**config.mk**
```make
export PLATFORM = sky130hd
export DESIGN_NAME = evt_vector_table
export DESIGN_NICKNAME = d
export VERILOG_FILES = /design/src/rtl/evt_pkg.sv /design/src/rtl/evt_vector_table.sv
export VERILOG_INCLUDE_DIRS = /design/src /design/src/rtl
export SDC_FILE = /design/constraint.sdc
export NUM_CORES = 1
export LEC_CHECK = 0
export BUFFER_PORTS_ARGS = -buffer_cell sky130_fd_sc_hd__buf_2
export CORE_MARGIN = 2
export CORE_UTILIZATION = 30
export DETAILED_ROUTE_END_ITERATION = 10
export PLACE_DENSITY = 0.48
export SETUP_SLACK_MARGIN = 0.2
export SLEW_MARGIN = 20
export SYNTH_ARGS = -nofsm -noshare
export SYNTH_HDL_FRONTEND = slang
export SYNTH_SLANG_ARGS = --single-unit
```
**constraint.sdc**
```tcl
create_clock -name i_mclk -period 5.9 [get_ports i_mclk]
set_input_delay 0.59 -clock i_mclk [delete_from_list [all_inputs] [get_ports i_mclk]]
set_output_delay 0.59 -clock i_mclk [all_outputs]
set_load 0.05 [all_outputs]
```
**src/rtl/evt_consts.svh**
```systemverilog
// Constants for the exception vector table block.
// Assumes inclusion by bare name from rtl/.
`ifndef EVT_CONSTS_SVH
`define EVT_CONSTS_SVH
`define EVT_NUM_POS      32
`define EVT_POS_W        5
`define EVT_ADDR_W       32
`define EVT_POS_SP       5'h00
`define EVT_POS_RESET    5'h01
`define EVT_POS_NMI      5'h02
`define EVT_POS_HARD     5'h03
`define EVT_POS_MEM      5'h04
`define EVT_POS_BUS      5'h05
`define EVT_POS_USAGE    5'h06
`define EVT_POS_SVC      5'h0b
`define EVT_POS_DBGMON   5'h0c
`define EVT_POS_PENDSVC  5'h0e
`define EVT_POS_TICK     5'h0f
`define EVT_POS_TMR1     5'h10
`define EVT_POS_TMR2     5'h11
`define EVT_POS_MGMT     5'h12
`define EVT_POS_BB       5'h13
`define EVT_POS_SLPTMR   5'h14
`define EVT_POS_SC1      5'h15
`define EVT_POS_SC2      5'h16
`define EVT_POS_SEC      5'h17
`define EVT_POS_MACTMR   5'h18
`define EVT_POS_MACTX    5'h19
`define EVT_POS_MACRX    5'h1a
`define EVT_POS_ADC      5'h1b
`define EVT_POS_EXTA     5'h1c
`define EVT_POS_EXTB     5'h1d
`define EVT_POS_NONE     5'h00
`define EVT_PEND_ZERO    32'h0000_0000
`define EVT_RSV_MASK     32'h0000_2780
`define EVT_ADDR_ZERO    32'h0000_0000
`define EVT_TABLE_BASE   32'h0000_0000
`define EVT_WORD_SHIFT   2
`endif

```
**src/rtl/evt_pkg.sv**
```systemverilog
// Types for the exception vector table block.
// Assumes evt_consts.svh sits beside it.
`default_nettype none
`include "evt_consts.svh"
package evt_pkg;
  // Fetch sequencer states
  typedef enum logic [2:0] {
    EVT_ST_RESET = 3'b000,
    EVT_ST_SP    = 3'b001,
    EVT_ST_RV    = 3'b010,
    EVT_ST_RUN   = 3'b011,
    EVT_ST_VEC   = 3'b100
  } evt_state_t;

  // Request to the table memory
  typedef struct packed {
    logic                    valid;
    logic [`EVT_ADDR_W-1:0]  addr;
  } evt_fetch_t;

  // Result handed to the core
  typedef struct packed {
    logic                    valid;
    logic [`EVT_POS_W-1:0]   pos;
    logic [`EVT_ADDR_W-1:0]  handler;
  } evt_take_t;
endpackage : evt_pkg
`default_nettype wire

```
**src/rtl/evt_vector_table.sv**
```systemverilog
// Exception vector table: pends exceptions and interrupts at fixed
// positions, picks the best by position, fetches the 32-bit word.
// Assumes one synchronous memory port answering with o_fetch.valid
// acknowledged by i_fetch_ack and data i_fetch_data.
// Operation
// - Reset first loads stack pointer from entry 0
// - Reset vector 1 taken, then thread level
// - NMI preempted only by reset
// - Each position but 0 (stack word) holds 32-bit handler address
// - Hard fault when fault handler cannot activate
// - Memory protection mismatch raises position 4
// - Bus fault precise or imprecise, position 5
// - Usage fault raises position 6
// - Service call instruction raises position 11
// - Debug monitor only enabled, not halting, priority
// - Pendable service pended by software only
// - System tick fire raises position 15
// - Timers 1 and 2 to 16, 17
// - Management interrupt to position 18
// - Baseband interrupt to position 19
// - Sleep timer interrupt to position 20
// - Serial controllers to 21 and 22
// - Security interrupt to position 23
// - MAC timer interrupt to position 24
// - MAC transmit, receive to 25, 26
// - ADC interrupt to position 27
// - External lines A, B to 28, 29
`timescale 1ns/100ps
`default_nettype none
`include "evt_consts.svh"

module evt_vector_table
  import evt_pkg::*;
(
  input  wire logic                    i_mclk,
  input  wire logic                    i_rstn,
  input  wire logic                    i_warm_reset,
  input  wire logic                    i_nmi,
  input  wire logic                    i_mem_mismatch,
  input  wire logic                    i_bus_fault_precise,
  input  wire logic                    i_bus_fault_imprecise,
  input  wire logic                    i_usage_fault,
  input  wire logic                    i_cfg_fault_en,
  input  wire logic                    i_service_call,
  input  wire logic                    i_debug_mon_req,
  input  wire logic                    i_debug_mon_en,
  input  wire logic                    i_halting,
  input  wire logic                    i_sw_pend_service,
  input  wire logic                    i_system_tick_fire,
  input  wire logic                    i_timer1_irq,
  input  wire logic                    i_timer2_irq,
  input  wire logic                    i_mgmt_irq,
  input  wire logic                    i_baseband_irq,
  input  wire logic                    i_sleep_timer_irq,
  input  wire logic                    i_serial1_irq,
  input  wire logic                    i_serial2_irq,
  input  wire logic                    i_security_irq,
  input  wire logic                    i_mac_timer_irq,
  input  wire logic                    i_mac_tx_irq,
  input  wire logic                    i_mac_rx_irq,
  input  wire logic                    i_adc_irq,
  input  wire logic                    i_external_line_a_interrupt,
  input  wire logic                    i_external_line_b_interrupt,
  input  wire logic                    i_fetch_ack,
  input  wire logic [`EVT_ADDR_W-1:0]  i_fetch_data,
  input  wire logic                    i_return,
  output var  evt_fetch_t              o_fetch,
  output var  logic [`EVT_ADDR_W-1:0]  o_sp,
  output var  logic                    o_sp_valid,
  output var  evt_take_t               o_take,
  output var  logic [`EVT_POS_W-1:0]   o_active_pos,
  output var  logic                    o_thread
);

  ////////////////////////////////////////////////////////////////////
  // Helpers

  // Byte address of a table position
  function automatic logic [`EVT_ADDR_W-1:0] pos_addr(
    input logic [`EVT_POS_W-1:0] pos
  );
    pos_addr = `EVT_TABLE_BASE +
      ({{(`EVT_ADDR_W-`EVT_POS_W){1'b0}}, pos} << `EVT_WORD_SHIFT);
  endfunction : pos_addr

  // One-hot bit for a position
  function automatic logic [`EVT_NUM_POS-1:0] pos_bit(
    input logic [`EVT_POS_W-1:0] pos
  );
    pos_bit = {{(`EVT_NUM_POS-1){1'b0}}, 1'b1} << pos;
  endfunction : pos_bit

  ////////////////////////////////////////////////////////////////////
  // State

  evt_state_t               state_reg;      // Fetch sequencer
  evt_state_t               state_next;     // Its next value
  logic [`EVT_NUM_POS-1:0]  pend_reg;       // Pending positions
  logic [`EVT_NUM_POS-1:0]  raise_vec;      // New events this cycle
  logic [`EVT_POS_W-1:0]    active_reg;     // Active position, 0=thread
  logic [`EVT_POS_W-1:0]    sel_pos_reg;    // Position being fetched
  logic [`EVT_POS_W-1:0]    best_pos;       // Best pending candidate
  logic                     best_ok;        // Candidate may preempt
  logic                     fault_blocked;  // Fault handler unusable
  logic                     take_fault_hard;

  ////////////////////////////////////////////////////////////////////
  // Event gathering

  // Faults divert to hard fault when their own handler cannot run
  always_comb begin
    // Disabled handler, or current activation at position 6 or better (fault class included)
    fault_blocked = !i_cfg_fault_en ||
      ((active_reg != `EVT_POS_NONE) &&
       (active_reg <= `EVT_POS_USAGE));
    take_fault_hard = fault_blocked &&
      (i_mem_mismatch || i_bus_fault_precise ||
       i_bus_fault_imprecise || i_usage_fault);
  end

  // Map every source to its fixed position
  always_comb begin
    raise_vec = `EVT_PEND_ZERO;
    if (i_nmi) begin
      raise_vec = raise_vec | pos_bit(`EVT_POS_NMI);
    end
    if (take_fault_hard) begin
      raise_vec = raise_vec | pos_bit(`EVT_POS_HARD);
    end else begin
      // Own fault handlers
      if (i_mem_mismatch) begin
        raise_vec = raise_vec | pos_bit(`EVT_POS_MEM);
      end
      if (i_bus_fault_precise || i_bus_fault_imprecise) begin
        raise_vec = raise_vec | pos_bit(`EVT_POS_BUS);
      end
      if (i_usage_fault) begin
        raise_vec = raise_vec | pos_bit(`EVT_POS_USAGE);
      end
    end
    if (i_service_call) begin
      raise_vec = raise_vec | pos_bit(`EVT_POS_SVC);
    end
    // Debug monitor only while enabled and not halting
    if (i_debug_mon_req && i_debug_mon_en && !i_halting) begin
      raise_vec = raise_vec | pos_bit(`EVT_POS_DBGMON);
    end
    // Software request is the only source
    if (i_sw_pend_service) begin
      raise_vec = raise_vec | pos_bit(`EVT_POS_PENDSVC);
    end
    if (i_system_tick_fire) begin
      raise_vec = raise_vec | pos_bit(`EVT_POS_TICK);
    end
    // Peripheral lines
    if (i_timer1_irq) begin
      raise_vec = raise_vec | pos_bit(`EVT_POS_TMR1);
    end
    if (i_timer2_irq) begin
      raise_vec = raise_vec | pos_bit(`EVT_POS_TMR2);
    end
    if (i_mgmt_irq) begin
      raise_vec = raise_vec | pos_bit(`EVT_POS_MGMT);
    end
    if (i_baseband_irq) begin
      raise_vec = raise_vec | pos_bit(`EVT_POS_BB);
    end
    if (i_sleep_timer_irq) begin
      raise_vec = raise_vec | pos_bit(`EVT_POS_SLPTMR);
    end
    if (i_serial1_irq) begin
      raise_vec = raise_vec | pos_bit(`EVT_POS_SC1);
    end
    if (i_serial2_irq) begin
      raise_vec = raise_vec | pos_bit(`EVT_POS_SC2);
    end
    if (i_security_irq) begin
      raise_vec = raise_vec | pos_bit(`EVT_POS_SEC);
    end
    if (i_mac_timer_irq) begin
      raise_vec = raise_vec | pos_bit(`EVT_POS_MACTMR);
    end
    if (i_mac_tx_irq) begin
      raise_vec = raise_vec | pos_bit(`EVT_POS_MACTX);
    end
    if (i_mac_rx_irq) begin
      raise_vec = raise_vec | pos_bit(`EVT_POS_MACRX);
    end
    if (i_adc_irq) begin
      raise_vec = raise_vec | pos_bit(`EVT_POS_ADC);
    end
    if (i_external_line_a_interrupt) begin
      raise_vec = raise_vec | pos_bit(`EVT_POS_EXTA);
    end
    if (i_external_line_b_interrupt) begin
      raise_vec = raise_vec | pos_bit(`EVT_POS_EXTB);
    end
    // Reserved positions can never pend
    raise_vec = raise_vec & ~`EVT_RSV_MASK;
  end

  ////////////////////////////////////////////////////////////////////
  // Selection: lowest position wins

  always_comb begin
    best_pos = `EVT_POS_NONE;
    for (int i = `EVT_NUM_POS - 1; i > 0; i--) begin
      if (pend_reg[i]) begin
        best_pos = i[`EVT_POS_W-1:0];
      end
    end
    // Preempt only a lower-priority activation (higher number);
    // nothing but reset outranks NMI since reset has position 1
    best_ok = (best_pos != `EVT_POS_NONE) &&
      ((active_reg == `EVT_POS_NONE) ||
       (best_pos < active_reg));
  end

  ////////////////////////////////////////////////////////////////////
  // Sequencer

  always_comb begin
    state_next = state_reg;
    unique case (state_reg)
      EVT_ST_RESET: begin
        state_next = EVT_ST_SP;
      end
      EVT_ST_SP: begin
        if (i_fetch_ack) begin
          state_next = EVT_ST_RV;
        end
      end
      EVT_ST_RV: begin
        if (i_fetch_ack) begin
          state_next = EVT_ST_RUN;
        end
      end
      EVT_ST_RUN: begin
        if (best_ok) begin
          state_next = EVT_ST_VEC;
        end
      end
      EVT_ST_VEC: begin
        if (i_fetch_ack) begin
          state_next = EVT_ST_RUN;
        end
      end
      default: begin
        state_next = EVT_ST_RESET;
      end
    endcase
    // Warm reset restarts the whole sequence
    if (i_warm_reset) begin
      state_next = EVT_ST_RESET;
    end
  end

  // Sequencer register
  always_ff @(posedge i_mclk or negedge i_rstn) begin
    if (!i_rstn) begin
      state_reg <= EVT_ST_RESET;
    end else begin
      state_reg <= state_next;
    end
  end

  // Pending bits: a new event wins over the clear on take
  always_ff @(posedge i_mclk or negedge i_rstn) begin
    if (!i_rstn) begin
      pend_reg <= `EVT_PEND_ZERO;
    end else if (i_warm_reset) begin
      pend_reg <= `EVT_PEND_ZERO;
    end else if (state_reg == EVT_ST_VEC && i_fetch_ack) begin
      pend_reg <= (pend_reg & ~pos_bit(sel_pos_reg)) | raise_vec;
    end else begin
      pend_reg <= pend_reg | raise_vec;
    end
  end

  // Selected position latched when a fetch starts
  always_ff @(posedge i_mclk or negedge i_rstn) begin
    if (!i_rstn) begin
      sel_pos_reg <= `EVT_POS_NONE;
    end else if (state_reg == EVT_ST_RUN && best_ok) begin
      sel_pos_reg <= best_pos;
    end
  end

  // Active position; reset drops to thread level after its vector
  always_ff @(posedge i_mclk or negedge i_rstn) begin
    if (!i_rstn) begin
      active_reg <= `EVT_POS_NONE;
    end else if (i_warm_reset || state_reg == EVT_ST_RV) begin
      active_reg <= `EVT_POS_NONE;
    end else if (state_reg == EVT_ST_VEC && i_fetch_ack) begin
      active_reg <= sel_pos_reg;
    end else if (state_reg == EVT_ST_RUN && i_return) begin
      active_reg <= `EVT_POS_NONE;
    end
  end

  ////////////////////////////////////////////////////////////////////
  // Table fetch request

  always_ff @(posedge i_mclk or negedge i_rstn) begin
    if (!i_rstn) begin
      o_fetch <= '0;
    end else begin
      unique case (state_next)
        EVT_ST_SP: begin
          o_fetch.valid <= 1'b1;
          o_fetch.addr  <= pos_addr(`EVT_POS_SP);
        end
        EVT_ST_RV: begin
          o_fetch.valid <= 1'b1;
          o_fetch.addr  <= pos_addr(`EVT_POS_RESET);
        end
        EVT_ST_VEC: begin
          o_fetch.valid <= 1'b1;
          o_fetch.addr  <= (state_reg == EVT_ST_RUN) ?
            pos_addr(best_pos) : o_fetch.addr;
        end
        default: begin
          o_fetch.valid <= 1'b0;
          o_fetch.addr  <= `EVT_ADDR_ZERO;
        end
      endcase
    end
  end

  ////////////////////////////////////////////////////////////////////
  // Results to the core

  // Stack pointer word from position 0
  always_ff @(posedge i_mclk or negedge i_rstn) begin
    if (!i_rstn) begin
      o_sp       <= `EVT_ADDR_ZERO;
      o_sp_valid <= 1'b0;
    end else if (i_warm_reset) begin
      o_sp_valid <= 1'b0;
    end else if (state_reg == EVT_ST_SP && i_fetch_ack) begin
      o_sp       <= i_fetch_data;
      o_sp_valid <= 1'b1;
    end
  end

  // Handler address pulse, one cycle
  always_ff @(posedge i_mclk or negedge i_rstn) begin
    if (!i_rstn) begin
      o_take <= '0;
    end else begin
      o_take.valid <= 1'b0;
      if (!i_warm_reset && i_fetch_ack &&
          (state_reg == EVT_ST_RV || state_reg == EVT_ST_VEC)) begin
        o_take.valid   <= 1'b1;
        o_take.pos     <= (state_reg == EVT_ST_RV) ?
          `EVT_POS_RESET : sel_pos_reg;
        o_take.handler <= i_fetch_data;
      end
    end
  end

  // Status
  always_comb begin
    o_active_pos = active_reg;
    o_thread     = (state_reg == EVT_ST_RUN || state_reg == EVT_ST_VEC)
                   && (active_reg == `EVT_POS_NONE);
  end

endmodule : evt_vector_table
`default_nettype wire

```
==> results.yml <==
placement:
  dp_hpwl_um: 10800
  placed_area_um2: 6370
  gp_congestion: 0.876
  io_buffers: 145
grt:
  overflow: 0
  antenna_found_initial: 0
  grtUsageTotal_pct: 16.2
  grt_max_degree: 69
  grt_pass1_wl_um: 25100
  grt_pass1_vias: 4685
setup_path:
  cp-start-kind: "flip-flop"
  max_stage_delay_ps: 690
  crit_chain: "nor2_1, o31ai_1, a211oi_1, o21ai_1, a2111oi_0, nor3_1, ha_1, o21a_1, o21ai_0, nand2_1, o211ai_1, a41oi_1, or3_1, mux2_4"
  worstSetupPathType: "reg2reg"
  cp.required_ps: 6180
  worstPathArrival_ps: 4080
  crit_slowest_cell: "a2111oi_0"
  crit_fanout: 8
  rr_worst_depth: 14
  end_kind: "flip-flop"
final_layout:
  fillers: 1852
  final_nets: 773
  final_area_um2: 7030
  largest_reg_flops: 38
  area_growth_pct: 27.0
  drive_above_1_share_pct: 30.5
  antenna_cells: 0
pwr:
  max-vdd-ir-drop_uv: 282
  leakagePower_nw: 3.49
  p_per_area_nw_per_um2: 535
yosys:
  netlist_area_um2: 5540
  async_flop_share_pct: 100
  synth_top_area_cell: "dfrtp_1"
  synth_edf_count: 0
  synth.avg_cell_area_um2: 9.83
  ys_types: 57
  synth-seq-cells: 121
  ys_seq_area_share_pct: 54.7
  synthCells: 563
  yosys-top-cells-count: "135 x nand2_1, 121 x dfrtp_1, 45 x nor2_1"
  synthFlopType: "dfrtp_1"
  synth_top_area_share_pct: 54.7
  synth_area_leaders: "dfrtp_1 55%, nand2_1 9.2%, mux2_2 6.5%"
  yosysWarnings: 0
  synth.most_common_cell: "nand2_1"
clock_network:
  cts-buffers-inserted: 17
  cts_tree: "built"
  postCtsResizedCells: 0
  htree_levels: 4
  max-clock-path-buffers: 2
  insertion_delay_ps: 410
  clock_sinks: 121
  postCtsHoldBufs: 0
  cts_setup_buffers: 0
  cts_root_buffer: "clkbuf_16"
  clk_pin_slew_ps: 60
routing:
  final_antenna_net_count: 0
  dr.pass1.iters: 5
  first_iter_violations: 226
  via_per_inst: 4.79
  wl_um: 15300
  wl_per_cell_um: 16.1
  vias: 4538
  drc: 0
floorplanning:
  rows: 49
  start_util_pct: 30.7
  dieArea_um2: 19600
  boundaryPins: 173
  dieHeight_um: 140
  core_um2: 18000
  die_x_um: 140
timing:
  hold_viol: 0
  fin_crit_sh_pct: 64.4
  slew_headroom_pct: 32.9
  setup_tns_ps: 0
  slew_viol_final: 0
  rsz0062_at_grt: "no"
  clock_skew_ps: 10.5
  finalSetupViolCount: 0
  hold_ws_ps: 212
  worst_slew_pin_slew_ps: 1000
  fin_crit_ps: 3800
  max_freq_mhz: 263
hold_path:
  hold_path_class: "in2async"
flow_run:
  max_cap_viol_count: 0
status:
  status: "finished, final reports clean"
## path summary, 6_finish.rpt
path | start | to | slack, ps
min in group i_mclk | i_fetch_data[9] | o_take[9] | 390
worst max register to register | pend_reg[27] | sel_pos_reg[4] | 2100
worst min-delay path | i_rstn | pend_reg[12] | 210
worst min register to register | o_take[24] | o_take[24] | 470
max in group asynchronous | i_rstn | o_take[26] | 4340
worst max-delay path | pend_reg[27] | sel_pos_reg[4] | 2100
## placed cells by master (no fill, tap or decap), types with 7 or more instances in the layout
cell type  instances
o21ai_0           19
a21oi_1           35
nand2_1          135
inv_1             18
conb_1            27
dfrtp_1          121
buf_2            144
clkbuf_16         17
a22o_1             9
nor4_1             7
nor3_1            10
nor2_1            45
mux2_2            32
## logic make-up (layout without fill, tap and decap cells)
family                   after synthesis  after routing  synth area share, %
adder cells (fa/ha/maj)                5              5                 1.09
AND/OR/NAND/NOR                      228            228                 17.6
XOR/XNOR                               1              1                0.158
buffers and inverters                 69            199                 6.65
AO/OA/AOI/OAI                        102            102                 12.3
multiplexers                          36             36                 7.50
other                                  1             27               0.0677
flip-flops                           121            121                 54.7
## metrics by stage
| step | power [W] | worst slack (ps) | cells | util (%) |
|---|---|---|---|---|
| after floorplan | 0.00226 | 2700 | 589 | - |
| after global placement | 0.00262 | 2150 | 916 | 35.4 |
| after detailed placement | 0.00263 | 2130 | 916 | 35.4 |
| after CTS | 0.00381 | 2110 | 948 | 39.0 |
| after global routing | 0.00395 | 1790 | 948 | 39.0 |
| final | 0.00376 | 2100 | 948 | 39.0 |
## critical path: cells and delay by family, from the launching register on
family / cells / cell delay [ps]
flops: 1 / 410
simple gates: 4 / 920
fa+ha+maj: 1 / 310
compound gates: 8 / 1670
mux: 1 / 340
## layout make-up
type | instances | area, um^2 | area share [%]
inverter | 19 | 71.3 | 1.01
tap | 229 | 287 | 4.07
clock buffer | 18 | 439 | 6.25
sequential | 121 | 3030 | 43.1
clock inverter | 14 | 219 | 3.11
timing repair buffer | 148 | 751 | 10.7
multi-input combinational | 399 | 2240 | 31.8
## per-layer routing
metal | share of wire [%] | GRT usage [%] | vias up
met2 | 47 | 25.2 | 157
met5 | 0 | 0 | -
met3 | 7.2 | 5.40 | 11
li1 | - | - | 2162
met1 | 45 | 21.3 | 2208
met4 | 0.95 | 5.68 | 0
## report_power, final
part / switching [W] / total [W] / internal [W]
clock: 0.000389 / 0.00115 / 0.000764
sequential: 0.000170 / 0.00122 / 0.00105
combinational: 0.00106 / 0.00138 / 0.000320
Power figures use the tool's default switching activity.
